File: config.mk
export PLATFORM = sky130hd
export DESIGN_NAME = output_status_flag_bank
export DESIGN_NICKNAME = d
export VERILOG_FILES = /design/src/logic/status_bank_pkg.sv /design/src/logic/sync_2ff.sv /design/src/logic/gain_ramp.sv /design/src/logic/output_status_flag_bank.sv
export VERILOG_INCLUDE_DIRS = /design/src /design/src/logic
export SDC_FILE = /design/constraint.sdc
export NUM_CORES = 1
export LEC_CHECK = 0
export BUFFER_PORTS_ARGS = -buffer_cell sky130_fd_sc_hd__buf_2
export CORE_MARGIN = 10
export CORE_UTILIZATION = 45
export CTS_CLUSTER_DIAMETER = 50
export DETAILED_ROUTE_END_ITERATION = 12
export PLACE_DENSITY_LB_ADDON = 0.05
export SLEW_MARGIN = 25
export SYNTH_ARGS = -nofsm -noshare
export SYNTH_HDL_FRONTEND = slang
export SYNTH_HIERARCHICAL = 1
export SYNTH_SLANG_ARGS = --single-unit
File: constraint.sdc
create_clock -name clk_sys_i -period 6.55 [get_ports clk_sys_i]
set_input_delay 1.31 -clock clk_sys_i [delete_from_list [all_inputs] [get_ports clk_sys_i]]
set_output_delay 1.31 -clock clk_sys_i [all_outputs]
set_load 0.01 [all_outputs]
File: src/logic/status_bank_params.svh
// constants for the output status and flag register bank
// Function
// - level field sets line gain 0..9 dB
// - bit 3 unmutes line output, resets muted
// - bit 1 shows gain still pending, resets 1
// - line output power at level D0, power D3
// - dac power left D7, right D6
// - mono line D5, left line D4 power
// - headphone power left D2, right D1
// - live short status in bits 7..4
// - common driver power in bits 3, 2
// - sticky short flags in bits 7..4
// - sticky button press flag bit 3
// - sticky headset insert or remove bit 2
// - sticky noise gate flags bits 1, 0
`ifndef STATUS_BANK_PARAMS_SVH
`define STATUS_BANK_PARAMS_SVH

// register indices; byte address is four times the index
`define IDX_LINE_LEVEL    10'h05D
`define IDX_POWER_STATUS  10'h05E
`define IDX_SHORT_STATUS  10'h05F
`define IDX_EVENT_FLAGS   10'h060
`define IDX_IRQ_ENABLE    10'h061
`define IDX_IRQ_CLEAR     10'h062

// field positions of the level register
`define LVL_GAIN_MSB      7
`define LVL_GAIN_LSB      4
`define LVL_UNMUTE_BIT    3

// reset values
`define RST_GAIN          4'h0
`define RST_UNMUTE        1'b0
`define RST_PENDING       1'b1
`define RST_FLAGS         8'h00
`define RST_IRQ_EN        8'h00

// highest legal gain code, 9 dB
`define GAIN_MAX_CODE     4'h9

// gain settling: one 1 dB step per GAIN_STEP_NS
`define CLK_PERIOD_NS     5
`define GAIN_STEP_NS      1000
`define GAIN_STEP_CYC     ((`GAIN_STEP_NS + `CLK_PERIOD_NS - 1) / `CLK_PERIOD_NS)
`define GAIN_CNT_W        8

// axi response codes
`define RESP_OKAY         2'h0
`define RESP_SLVERR       2'h2

`endif

File: src/logic/status_bank_pkg.sv
// types shared by the status and flag register bank
package status_bank_pkg;

  // levels coming from the analog drivers and detectors
  typedef struct packed {
    logic       dac_left_up;
    logic       dac_right_up;
    logic       mono_line_output_up;
    logic       left_line_output_up;
    logic       right_line_output_up;
    logic       left_headphone_driver_up;
    logic       right_headphone_driver_up;
    logic       left_common_driver_up;
    logic       right_common_driver_up;
    logic [3:0] short_live;       // hp left, hp right, com left, com right
    logic       button_pressed;
    logic       headset_present;
    logic       noise_gate_left;
    logic       noise_gate_right;
  } analog_status_s;

  // register selected by an address
  typedef enum logic [2:0] {
    SEL_LEVEL, SEL_POWER, SEL_SHORT, SEL_FLAGS, SEL_IRQ_EN, SEL_IRQ_CLR, SEL_NONE
  } reg_sel_e;

  // state of the gain settling ramp
  typedef struct packed {
    logic [3:0]  applied;
    logic [7:0]  count;
    logic        pending;
  } ramp_state_s;

endpackage

File: src/logic/sync_2ff.sv
// two-stage synchroniser for a group of asynchronous levels
`timescale 1ns/1ps
module sync_2ff #(
  parameter int WIDTH = 17
) (
  input  wire logic             clk_sys_i,
  input  wire logic             reset_i,
  input  wire logic [WIDTH-1:0] async_i,
  output logic      [WIDTH-1:0] sync_o
);
  // first stage feeds only the second stage
  typedef struct packed {
    logic [WIDTH-1:0] meta;
    logic [WIDTH-1:0] stable;
  } sync_state_s;

  sync_state_s state;
  sync_state_s next_state;

  // shift one stage per clock
  always_comb begin
    next_state.meta   = async_i;
    next_state.stable = state.meta;
  end

  always_ff @(posedge clk_sys_i or posedge reset_i) begin
    if (reset_i) begin
      state <= '0;
    end else begin
      state <= next_state;
    end
  end

  assign sync_o = state.stable;
endmodule // sync_2ff

File: src/logic/gain_ramp.sv
// steps the applied line output gain toward the programmed code
`timescale 1ns/1ps
`include "status_bank_params.svh"
module gain_ramp #(
  parameter int STEP_CYC = `GAIN_STEP_CYC
) (
  input  wire logic       clk_sys_i,
  input  wire logic       reset_i,
  input  wire logic [3:0] target_i,
  output logic      [3:0] applied_o,
  output logic            pending_o
);
  status_bank_pkg::ramp_state_s state;
  status_bank_pkg::ramp_state_s next_state;
  logic [3:0] goal;

  // reserved codes can be written to the level field; saturate at 9 so the driver stays in range
  assign goal = (target_i > `GAIN_MAX_CODE) ? `GAIN_MAX_CODE : target_i;

  // one 1 dB step per interval avoids zipper noise on large changes
  always_comb begin
    next_state = state;
    if (state.applied == goal) begin
      next_state.count = '0;
    end else if (state.count == 8'(STEP_CYC - 1)) begin
      next_state.count = '0;
      if (state.applied < goal) begin
        next_state.applied = state.applied + 4'h1;
      end else begin
        next_state.applied = state.applied - 4'h1;
      end
    end else begin
      next_state.count = state.count + 8'h01;
    end
    next_state.pending = (next_state.applied != goal);
  end

  always_ff @(posedge clk_sys_i or posedge reset_i) begin
    if (reset_i) begin
      state.applied <= `RST_GAIN;
      state.count   <= '0;
      state.pending <= `RST_PENDING;
    end else begin
      state <= next_state;
    end
  end

  assign applied_o = state.applied;
  assign pending_o = state.pending;
endmodule // gain_ramp

File: src/logic/output_status_flag_bank.sv
// axi4-lite register bank for line output control, power, short and event flags
//
// Design decision made here: the AXI4-Lite interface to the registers.
`timescale 1ns/1ps
`include "status_bank_params.svh"
module output_status_flag_bank #(
  parameter int ADDR_W   = 12,
  parameter int STEP_CYC = `GAIN_STEP_CYC
) (
  input  wire logic                            clk_sys_i,
  input  wire logic                            reset_i,
  // write address channel
  input  wire logic [ADDR_W-1:0]               s_axi_awaddr_i,
  input  wire logic                            s_axi_awvalid_i,
  output logic                                 s_axi_awready_o,
  // write data channel
  input  wire logic [31:0]                     s_axi_wdata_i,
  input  wire logic [3:0]                      s_axi_wstrb_i,
  input  wire logic                            s_axi_wvalid_i,
  output logic                                 s_axi_wready_o,
  // write response channel
  output logic [1:0]                           s_axi_bresp_o,
  output logic                                 s_axi_bvalid_o,
  input  wire logic                            s_axi_bready_i,
  // read address channel
  input  wire logic [ADDR_W-1:0]               s_axi_araddr_i,
  input  wire logic                            s_axi_arvalid_i,
  output logic                                 s_axi_arready_o,
  // read data channel
  output logic [31:0]                          s_axi_rdata_o,
  output logic [1:0]                           s_axi_rresp_o,
  output logic                                 s_axi_rvalid_o,
  input  wire logic                            s_axi_rready_i,
  // asynchronous levels from the analog section
  input  wire status_bank_pkg::analog_status_s analog_status_i,
  // line output drive controls
  output logic [3:0]                           right_line_output_gain_o,
  output logic                                 right_line_output_unmute_o,
  // level interrupt
  output logic                                 irq_o
);

  // whole register state of the bank
  typedef struct packed {
    logic              aw_held;    // write address taken, waiting for data
    logic [ADDR_W-1:0] aw_addr;
    logic              w_held;     // write data taken, waiting for address
    logic [7:0]        w_data;
    logic              w_lane0;
    logic              bvalid;
    logic [1:0]        bresp;
    logic              rvalid;
    logic [7:0]        rdata;
    logic [1:0]        rresp;
    logic [3:0]        gain_code;  // programmed level field
    logic              unmute;
    logic [7:0]        irq_en;
    logic [7:0]        flags;      // sticky event flags
    logic              button_prev;
    logic              headset_prev;
  } bank_state_s;

  bank_state_s state;
  bank_state_s next_state;

  status_bank_pkg::analog_status_s live;  // synchronised analog levels
  logic [3:0]                      gain_applied;
  logic                            gain_pending;

  // handshake and decode helpers
  logic                            aw_take;
  logic                            w_take;
  logic                            ar_take;
  logic                            do_write;
  logic [ADDR_W-1:0]               wr_addr;
  logic [7:0]                      wr_data;
  logic                            wr_lane0;
  status_bank_pkg::reg_sel_e       wr_sel;
  status_bank_pkg::reg_sel_e       rd_sel;
  logic [7:0]                      rd_value;
  logic [7:0]                      flag_set;
  logic [7:0]                      flag_clr;

  // every analog level is asynchronous to the core clock
  sync_2ff #(
    .WIDTH ($bits(status_bank_pkg::analog_status_s))
  ) u_sync (
    .clk_sys_i (clk_sys_i),
    .reset_i   (reset_i),
    .async_i   (analog_status_i),
    .sync_o    (live)
  );

  // gain settles in 1 dB steps; pending shows until it matches the code, capped at 9
  gain_ramp #(
    .STEP_CYC (STEP_CYC)
  ) u_ramp (
    .clk_sys_i (clk_sys_i),
    .reset_i   (reset_i),
    .target_i  (state.gain_code),
    .applied_o (gain_applied),
    .pending_o (gain_pending)
  );

  // map a byte address to a register; low two bits ignored
  function automatic status_bank_pkg::reg_sel_e decode(input logic [ADDR_W-1:0] addr);
    logic [9:0] idx;
    idx = addr[11:2];
    case (idx)
      `IDX_LINE_LEVEL:   decode = status_bank_pkg::SEL_LEVEL;
      `IDX_POWER_STATUS: decode = status_bank_pkg::SEL_POWER;
      `IDX_SHORT_STATUS: decode = status_bank_pkg::SEL_SHORT;
      `IDX_EVENT_FLAGS:  decode = status_bank_pkg::SEL_FLAGS;
      `IDX_IRQ_ENABLE:   decode = status_bank_pkg::SEL_IRQ_EN;
      `IDX_IRQ_CLEAR:    decode = status_bank_pkg::SEL_IRQ_CLR;
      default:           decode = status_bank_pkg::SEL_NONE;
    endcase
  endfunction

  // channel handshakes; one write and one read outstanding at most
  assign s_axi_awready_o = !state.aw_held && !state.bvalid;
  assign s_axi_wready_o  = !state.w_held && !state.bvalid;
  assign s_axi_arready_o = !state.rvalid;
  assign aw_take         = s_axi_awvalid_i && s_axi_awready_o;
  assign w_take          = s_axi_wvalid_i && s_axi_wready_o;
  assign ar_take         = s_axi_arvalid_i && s_axi_arready_o;

  // address and data may arrive in either order; write once both are in
  assign do_write = (aw_take || state.aw_held) && (w_take || state.w_held);
  assign wr_addr  = state.aw_held ? state.aw_addr : s_axi_awaddr_i;
  assign wr_data  = state.w_held ? state.w_data : s_axi_wdata_i[7:0];
  assign wr_lane0 = state.w_held ? state.w_lane0 : s_axi_wstrb_i[0];
  assign wr_sel   = decode(wr_addr);
  assign rd_sel   = decode(s_axi_araddr_i);

  // read value of the addressed register; reserved bits read zero
  always_comb begin
    rd_value = 8'h00;
    case (rd_sel)
      status_bank_pkg::SEL_LEVEL: begin
        rd_value[`LVL_GAIN_MSB:`LVL_GAIN_LSB] = state.gain_code;
        rd_value[`LVL_UNMUTE_BIT]             = state.unmute;
        rd_value[2]                           = 1'b0;
        rd_value[1]                           = gain_pending;
        rd_value[0]                           = live.right_line_output_up;
      end
      status_bank_pkg::SEL_POWER: begin
        rd_value[7] = live.dac_left_up;
        rd_value[6] = live.dac_right_up;
        rd_value[5] = live.mono_line_output_up;
        rd_value[4] = live.left_line_output_up;
        rd_value[3] = live.right_line_output_up;
        rd_value[2] = live.left_headphone_driver_up;
        rd_value[1] = live.right_headphone_driver_up;
        rd_value[0] = 1'b0;
      end
      status_bank_pkg::SEL_SHORT: begin
        rd_value[7:4] = live.short_live;
        rd_value[3]   = live.left_common_driver_up;
        rd_value[2]   = live.right_common_driver_up;
        rd_value[1:0] = 2'h0;
      end
      status_bank_pkg::SEL_FLAGS: begin
        rd_value = state.flags;
      end
      status_bank_pkg::SEL_IRQ_EN: begin
        rd_value = state.irq_en;
      end
      // the clear register is write-only and reads zero
      status_bank_pkg::SEL_IRQ_CLR: begin
        rd_value = 8'h00;
      end
      default: begin
        rd_value = 8'h00;
      end
    endcase
  end

  // events that set sticky flags this cycle
  always_comb begin
    flag_set[7:4] = live.short_live;
    flag_set[3]   = live.button_pressed && !state.button_prev;
    flag_set[2]   = live.headset_present != state.headset_prev;
    flag_set[1]   = live.noise_gate_left;
    flag_set[0]   = live.noise_gate_right;
  end

  // flags clear on a read of the flag register or through the clear register
  always_comb begin
    flag_clr = 8'h00;
    if (ar_take && rd_sel == status_bank_pkg::SEL_FLAGS) begin
      flag_clr = 8'hFF;
    end
    if (do_write && wr_lane0 && wr_sel == status_bank_pkg::SEL_IRQ_CLR) begin
      flag_clr = flag_clr | wr_data;
    end
  end

  // next state of the whole bank
  always_comb begin
    next_state = state;

    // edge trackers for button and headset detectors
    next_state.button_prev  = live.button_pressed;
    next_state.headset_prev = live.headset_present;

    // set wins over clear, so an event in the clearing cycle survives
    next_state.flags = (state.flags & ~flag_clr) | flag_set;

    // hold a lone write address or data beat until its partner arrives
    if (aw_take && !do_write) begin
      next_state.aw_held = 1'b1;
      next_state.aw_addr = s_axi_awaddr_i;
    end
    if (w_take && !do_write) begin
      next_state.w_held  = 1'b1;
      next_state.w_data  = s_axi_wdata_i[7:0];
      next_state.w_lane0 = s_axi_wstrb_i[0];
    end

    // perform the write and raise the response
    if (do_write) begin
      next_state.aw_held = 1'b0;
      next_state.w_held  = 1'b0;
      next_state.bvalid  = 1'b1;
      next_state.bresp   = `RESP_OKAY;
      case (wr_sel)
        status_bank_pkg::SEL_LEVEL: begin
          // only gain and mute are writable; status bits keep tracking hardware
          if (wr_lane0) begin
            next_state.gain_code = wr_data[`LVL_GAIN_MSB:`LVL_GAIN_LSB];
            next_state.unmute    = wr_data[`LVL_UNMUTE_BIT];
          end
        end
        status_bank_pkg::SEL_IRQ_EN: begin
          if (wr_lane0) begin
            next_state.irq_en = wr_data;
          end
        end
        // clear handled with the flags above
        status_bank_pkg::SEL_IRQ_CLR: begin
          next_state.bresp = `RESP_OKAY;
        end
        // read-only registers accept the write and ignore it
        status_bank_pkg::SEL_POWER,
        status_bank_pkg::SEL_SHORT,
        status_bank_pkg::SEL_FLAGS: begin
          next_state.bresp = `RESP_OKAY;
        end
        default: begin
          next_state.bresp = `RESP_SLVERR;
        end
      endcase
    end else if (state.bvalid && s_axi_bready_i) begin
      next_state.bvalid = 1'b0;
    end

    // read data is registered one cycle after the address is taken
    if (ar_take) begin
      next_state.rvalid = 1'b1;
      next_state.rdata  = rd_value;
      if (rd_sel == status_bank_pkg::SEL_NONE) begin
        next_state.rresp = `RESP_SLVERR;
      end else begin
        next_state.rresp = `RESP_OKAY;
      end
    end else if (state.rvalid && s_axi_rready_i) begin
      next_state.rvalid = 1'b0;
    end
  end

  // register the bank; reset leaves the output muted at 0 dB
  always_ff @(posedge clk_sys_i or posedge reset_i) begin
    if (reset_i) begin
      state              <= '0;
      state.gain_code    <= `RST_GAIN;
      state.unmute       <= `RST_UNMUTE;
      state.irq_en       <= `RST_IRQ_EN;
      state.flags        <= `RST_FLAGS;
      state.bresp        <= `RESP_OKAY;
      state.rresp        <= `RESP_OKAY;
    end else begin
      state <= next_state;
    end
  end

  // bus outputs straight from the state register
  assign s_axi_bvalid_o = state.bvalid;
  assign s_axi_bresp_o  = state.bresp;
  assign s_axi_rvalid_o = state.rvalid;
  assign s_axi_rresp_o  = state.rresp;
  assign s_axi_rdata_o  = {24'h000000, state.rdata};

  // drive controls: applied gain follows the ramp, mute is direct
  assign right_line_output_gain_o   = gain_applied;
  assign right_line_output_unmute_o = state.unmute;

  // level interrupt while any enabled flag is set
  assign irq_o = |(state.flags & state.irq_en);

endmodule // output_status_flag_bank

# Word level (Yosys, flattened, before mapping)

Index checks and enable logic that the tools add are counted.

Bits in registers: 107
Input port bits: 84
Output and inout port bits: 47
Logic and storage cells: 113

$add $sub $neg: 3
Order comparisons: 2
Equal/unequal tests: 26
Multiplexer cells: 24
Bitwise gates (word level): 5
Reduce and logical (&&, ||, !) cells: 32

Operators with widths:

| operator                                                               | number |
|---|---|
| 10-bit by 7-bit equality test with 1-bit output, second input constant | 12 |
| 8-bit two-way mux                                                      | 5 |
| 8-bit one-hot mux with 5 select lines                                  | 1 |
| 3-bit one-hot mux with 6 select lines                                  | 2 |
| 8-bit AND                                                              | 2 |
| 4-bit two-way mux                                                      | 4 |
| 8-bit OR                                                               | 2 |
| 1-bit logical AND                                                      | 14 |
| 13-bit two-way mux                                                     | 1 |
| 3-bit by 2-bit equality test with 1-bit output, second input constant  | 4 |
| 3-bit equality test, second input constant                             | 4 |
| 12-bit two-way mux                                                     | 1 |
| 10-bit two-way mux                                                     | 1 |
| 8-bit by 1-bit adder with 8-bit output, second input constant          | 1 |
| 8-bit equality test, second input constant                             | 1 |
| 8-bit NOT                                                              | 1 |
| 2-bit nonzero test                                                     | 4 |
| 8-bit OR reduction                                                     | 1 |
| 1-bit two-way mux                                                      | 7 |
| 3-bit by 1-bit equality test with 1-bit output, second input constant  | 2 |
| 1-bit zero test                                                        | 6 |
| 3-bit zero test                                                        | 2 |
| 3-bit AND reduction                                                    | 2 |
| 6-bit OR reduction                                                     | 1 |
| 9 further kinds                                                        | 11 |

# Depth between registers and ports, before layout

Depth after elaboration: 11
Gate-level depth with buffers: 14
Depth with buffers taken out: 14

# Hierarchy

The synthesis kept the hierarchy.

By module, submodules not included:

| module                  | instances | cells an instance | area an instance (um^2) | sequential area each (um^2) |
|---|---|---|---|---|
| output_status_flag_bank | 1         | 287               | 3116.7                  | 1401.3 |
| gain_ramp               | 1         | 91                | 903.4                   | 326.6 |
| sync_2ff                | 1         | 35                | 854.6                   | 850.8 |

# Worst setup path before layout

Ideal clock, no wire load.

Path kind: input-to-reg
Start: input port s_axi_awaddr_i[9]
End: register state[10] in the netlist's numbering
Setup time: 0.128 ns
Arrival: 2.661 ns
Data required time: 6.422 ns
Slack: 3.761 ns
Stages on the path: 5
Path buffers: 0
Path through: or4b_4 -> nor3_2 -> nor2_1 -> nor2_4 -> mux2_1

Longest elaborated chain between the ends: 5
Elaborated cells between the ends (all ways): 10
Those cells by class: 7 x eq/ne; 2 x mux; 1 x reduce/logical

Ends and longest elaborated chain:

| element                                         | line                           | source |
|---|---|---|
| start, declared                                 | output_status_flag_bank.sv:13  | `input wire logic [ADDR_W-1:0] s_axi_awaddr_i,` |
| 12-bit two-way mux (*)                          | output_status_flag_bank.sv:130 | `assign wr_addr = state.aw_held ? state.aw_addr : s_axi_awaddr_i;` |
| 10-bit by 7-bit equality test with 1-bit output | output_status_flag_bank.sv:109 | `case (idx)` |
| 3-bit one-hot mux with 6 select lines (*)       | output_status_flag_bank.sv:109 |  |
| 3-bit equality test (*)                         | output_status_flag_bank.sv:227 | `case (wr_sel)` |
| 3-bit AND reduction (no line) (*)               | -                              |  |
| end signal, assigned                            | output_status_flag_bank.sv:283 | `state <= next_state;` |
| end, declared                                   | output_status_flag_bank.sv:63  | `bank_state_s state;` |

Every way passes the cells marked *; elsewhere a longest branch is shown, timed or not.
A chain may end at the register's enable or synchronous reset.

==> flow_metrics.tcl <==
set metrics [dict create \
    drv_slew 0 \
    syn_inst 413 \
    crit_fanout 7 \
    wirelength_um 10300 \
    initial_core_util 0.466 \
    async_reset_ff_frac 1.00 \
    instances_no_fill 616 \
    finalHoldViolCount 0 \
    dieArea_sq_um 15400 \
    grt_first_pass_wirelength_um 16600 \
    critPathRequiredTime_ns 6.83 \
    placed_cells 600 \
    endpoint_kind "flop" \
    grt_max_degree 57 \
    synth_top_flop_cell "dfrtp_1" \
    insertion_delay_ns 0.35 \
    ff2ff_path_depth 13 \
    wl_per_cell_um 16.8 \
    finalCritPeriodShare 0.452 \
    final_cell_mix "dfrtp_1, buf_2, mux2_2, conb_1, nand2_1" \
    clk_pin_slew_ns 0.09 \
    synth_top_area_share 0.524 \
    grt_pass1_vias 3284 \
    final_area_sq_um 5380 \
    netlist_top_cells_area "dfrtp_1, buf_4, mux2_2" \
    antenna_found_initial 0 \
    die_w_um 124 \
    p_total_mw 1.44 \
    numCtsBuffers 9 \
    whs_path_depth 0 \
    via_per_inst 5.12 \
    layout_min_cycle_time_ns 2.96 \
    root_buffer "clkbuf_8" \
    hpwl_um 7900 \
    cp-start-kind "flop" \
    dr.pass1.iters 4 \
    crit_type "flop to flop" \
    final.setup.tns_ns 0 \
    drive_gt1_frac 0.279 \
    rsz0062_at_grt "no" \
    place_area_sq_um 5170 \
    cts_setup_buffers 0 \
    tightest_slew_ns 0.773 \
    die_h_um 124 \
    rows 37 \
    h-tree-depth 3 \
    slew_headroom 0.483 \
    syn_to_final_growth_pct 10.4 \
    yosysSeqAreaShare 0.529 \
    place_congestion 0.862 \
    antenna_cells 0 \
    coreArea_sq_um 10500 \
    clock-sinks 103 \
    fin_ws_ns 3.59 \
    dp_slack_ns 3.29 \
    route.detailed.drc 0 \
    clock-skew-final_ns 0.0125 \
    netlist_area_sq_um 4870 \
    vias 3152 \
    synth_edf_count 0 \
    status "complete, no violations" \
    powerDensity_nw_per_um2 268 \
    finalSetupViolCount 0 \
    tritoncts "built" \
    portBuffers 73 \
    yosysTopAreaCell "dfrtp_1" \
    ir_worst_vdd_uv 135 \
    grt_usage 0.136 \
    drt_iter0_markers 201 \
    yosys_warnings 6 \
    antenna_left 0 \
    nNetsFinal 567 \
    pin_count 131 \
    ys_seq_elements 103 \
    cts_resized 0 \
    clockBufferDepth 2 \
    syn_avg_cell_area_sq_um 11.8 \
    max_freq_mhz 338 \
    worst_ep_arrival_time_ns 3.24 \
    p_leak_nw 2.48 \
    postCtsHoldBufs 0 \
    min_path_type "flop to flop" \
    final_common_cell "dfrtp_1" \
    timing.hold.ws_ns 0.353 \
    overflow 0 \
    post-route-util 0.514 \
    cap_violations 0 \
    synth_cell_types 64 \
]
-- kinds of logic after synthesis --
logic type                 count (synthesis)  synth area share
AOI/OAI and AO/OA                         66            0.0975
and+or+nand+nor                          110             0.134
muxes                                     45             0.103
adders and majority gates                  8            0.0221
xor gates and xnor gates                  18            0.0323
DFF                                      103             0.529
buffers and inverters                     62            0.0808
other                                      1          0.000769
-- cells in the mapped netlist (3+ instances only) --
cell type and number:
buf_4 40, clkbuf_1 4, mux2_1 16, a21oi_1 13, buf_2 3, and2_1 3, a221o_1 5, and3_1 3
inv_1 12, nand2b_1 3, nand2_1 25, nor2_1 19, nand4b_1 4, mux2_2 26, mux2i_1 3, nor2b_1 4
ha_1 7, xor2_1 10, xnor2_1 8, o21ai_0 8, a22oi_1 11, dfrtp_1 102, a31o_1 7, nor3_1 4
nand3_1 22
-- layer usage --
| metal | part of all wire | GRT usage | vias to the layer above |
|---|---|---|---|
| met1 | 0.45 | 0.178 | 1522 |
| met5 | 0 | 0 | - |
| met2 | 0.47 | 0.218 | 93 |
| li1 | - | - | 1528 |
| met4 | 0.0096 | 0.0331 | 0 |
| met3 | 0.070 | 0.0367 | 9 |
-- report_power, final --
group | switching [mW] | internal, mW | leakage, nW
combinational | 0.121 | 0.128 | 1.12
sequential | 0.0644 | 0.719 | 1.26
clock | 0.211 | 0.200 | 0.107
-- worst max-delay path, stage by stage (launching register included) --
cell and delay, ns:
dfrtp_1 0.48, inv_1 0.14, nand2_1 0.11, ha_1 0.30, nor2b_1 0.14, o211a_1 0.23, nor2_1 0.24, inv_1 0.11
ha_1 0.28, a21o_1 0.18, a21oi_1 0.24, o21ai_0 0.13, a21oi_1 0.18, xor2_1 0.15
-- cell type report --
cell class	instances	area (sq um)
repair buffers	75	380
clock inverters	4	52.6
fillers	999	5080
well taps	136	170
flip-flops and latches	103	2580
inverters	13	48.8
multi-input cells	273	2000
clock buffers	12	155
-- final timing paths --
path	end	from	slack, ns
max in group asynchronous	state[21]$_DFFE_PP0P_	reset_i	4.89
max	u_ramp/applied_o[3]$_DFF_PP0_	state[22]$_DFFE_PP0P_	3.59
min reg2reg	u_sync/sync_o[14]$_DFF_PP0_	u_sync/next_state[14]$_DFF_PP0_	0.35
min	u_sync/sync_o[14]$_DFF_PP0_	u_sync/next_state[14]$_DFF_PP0_	0.35
min in group asynchronous	u_ramp/state[6]$_DFF_PP0_	reset_i	1.02
max reg2reg	u_ramp/applied_o[3]$_DFF_PP0_	state[22]$_DFFE_PP0P_	3.59
-- state kept, by name, indices dropped and copies added (netlist names) --
register,flops
state,43
u_sync/next_state,17
u_sync/sync_o,17
s_axi_rdata_o,8
u_ramp/state,8
u_ramp/applied_o,4
right_line_output_unmute_o,1
s_axi_bresp_o,1
s_axi_bvalid_o,1
s_axi_rresp_o,1
s_axi_rvalid_o,1
u_ramp/pending_o,1
Note: power is estimated with default switching activity, not from simulation.
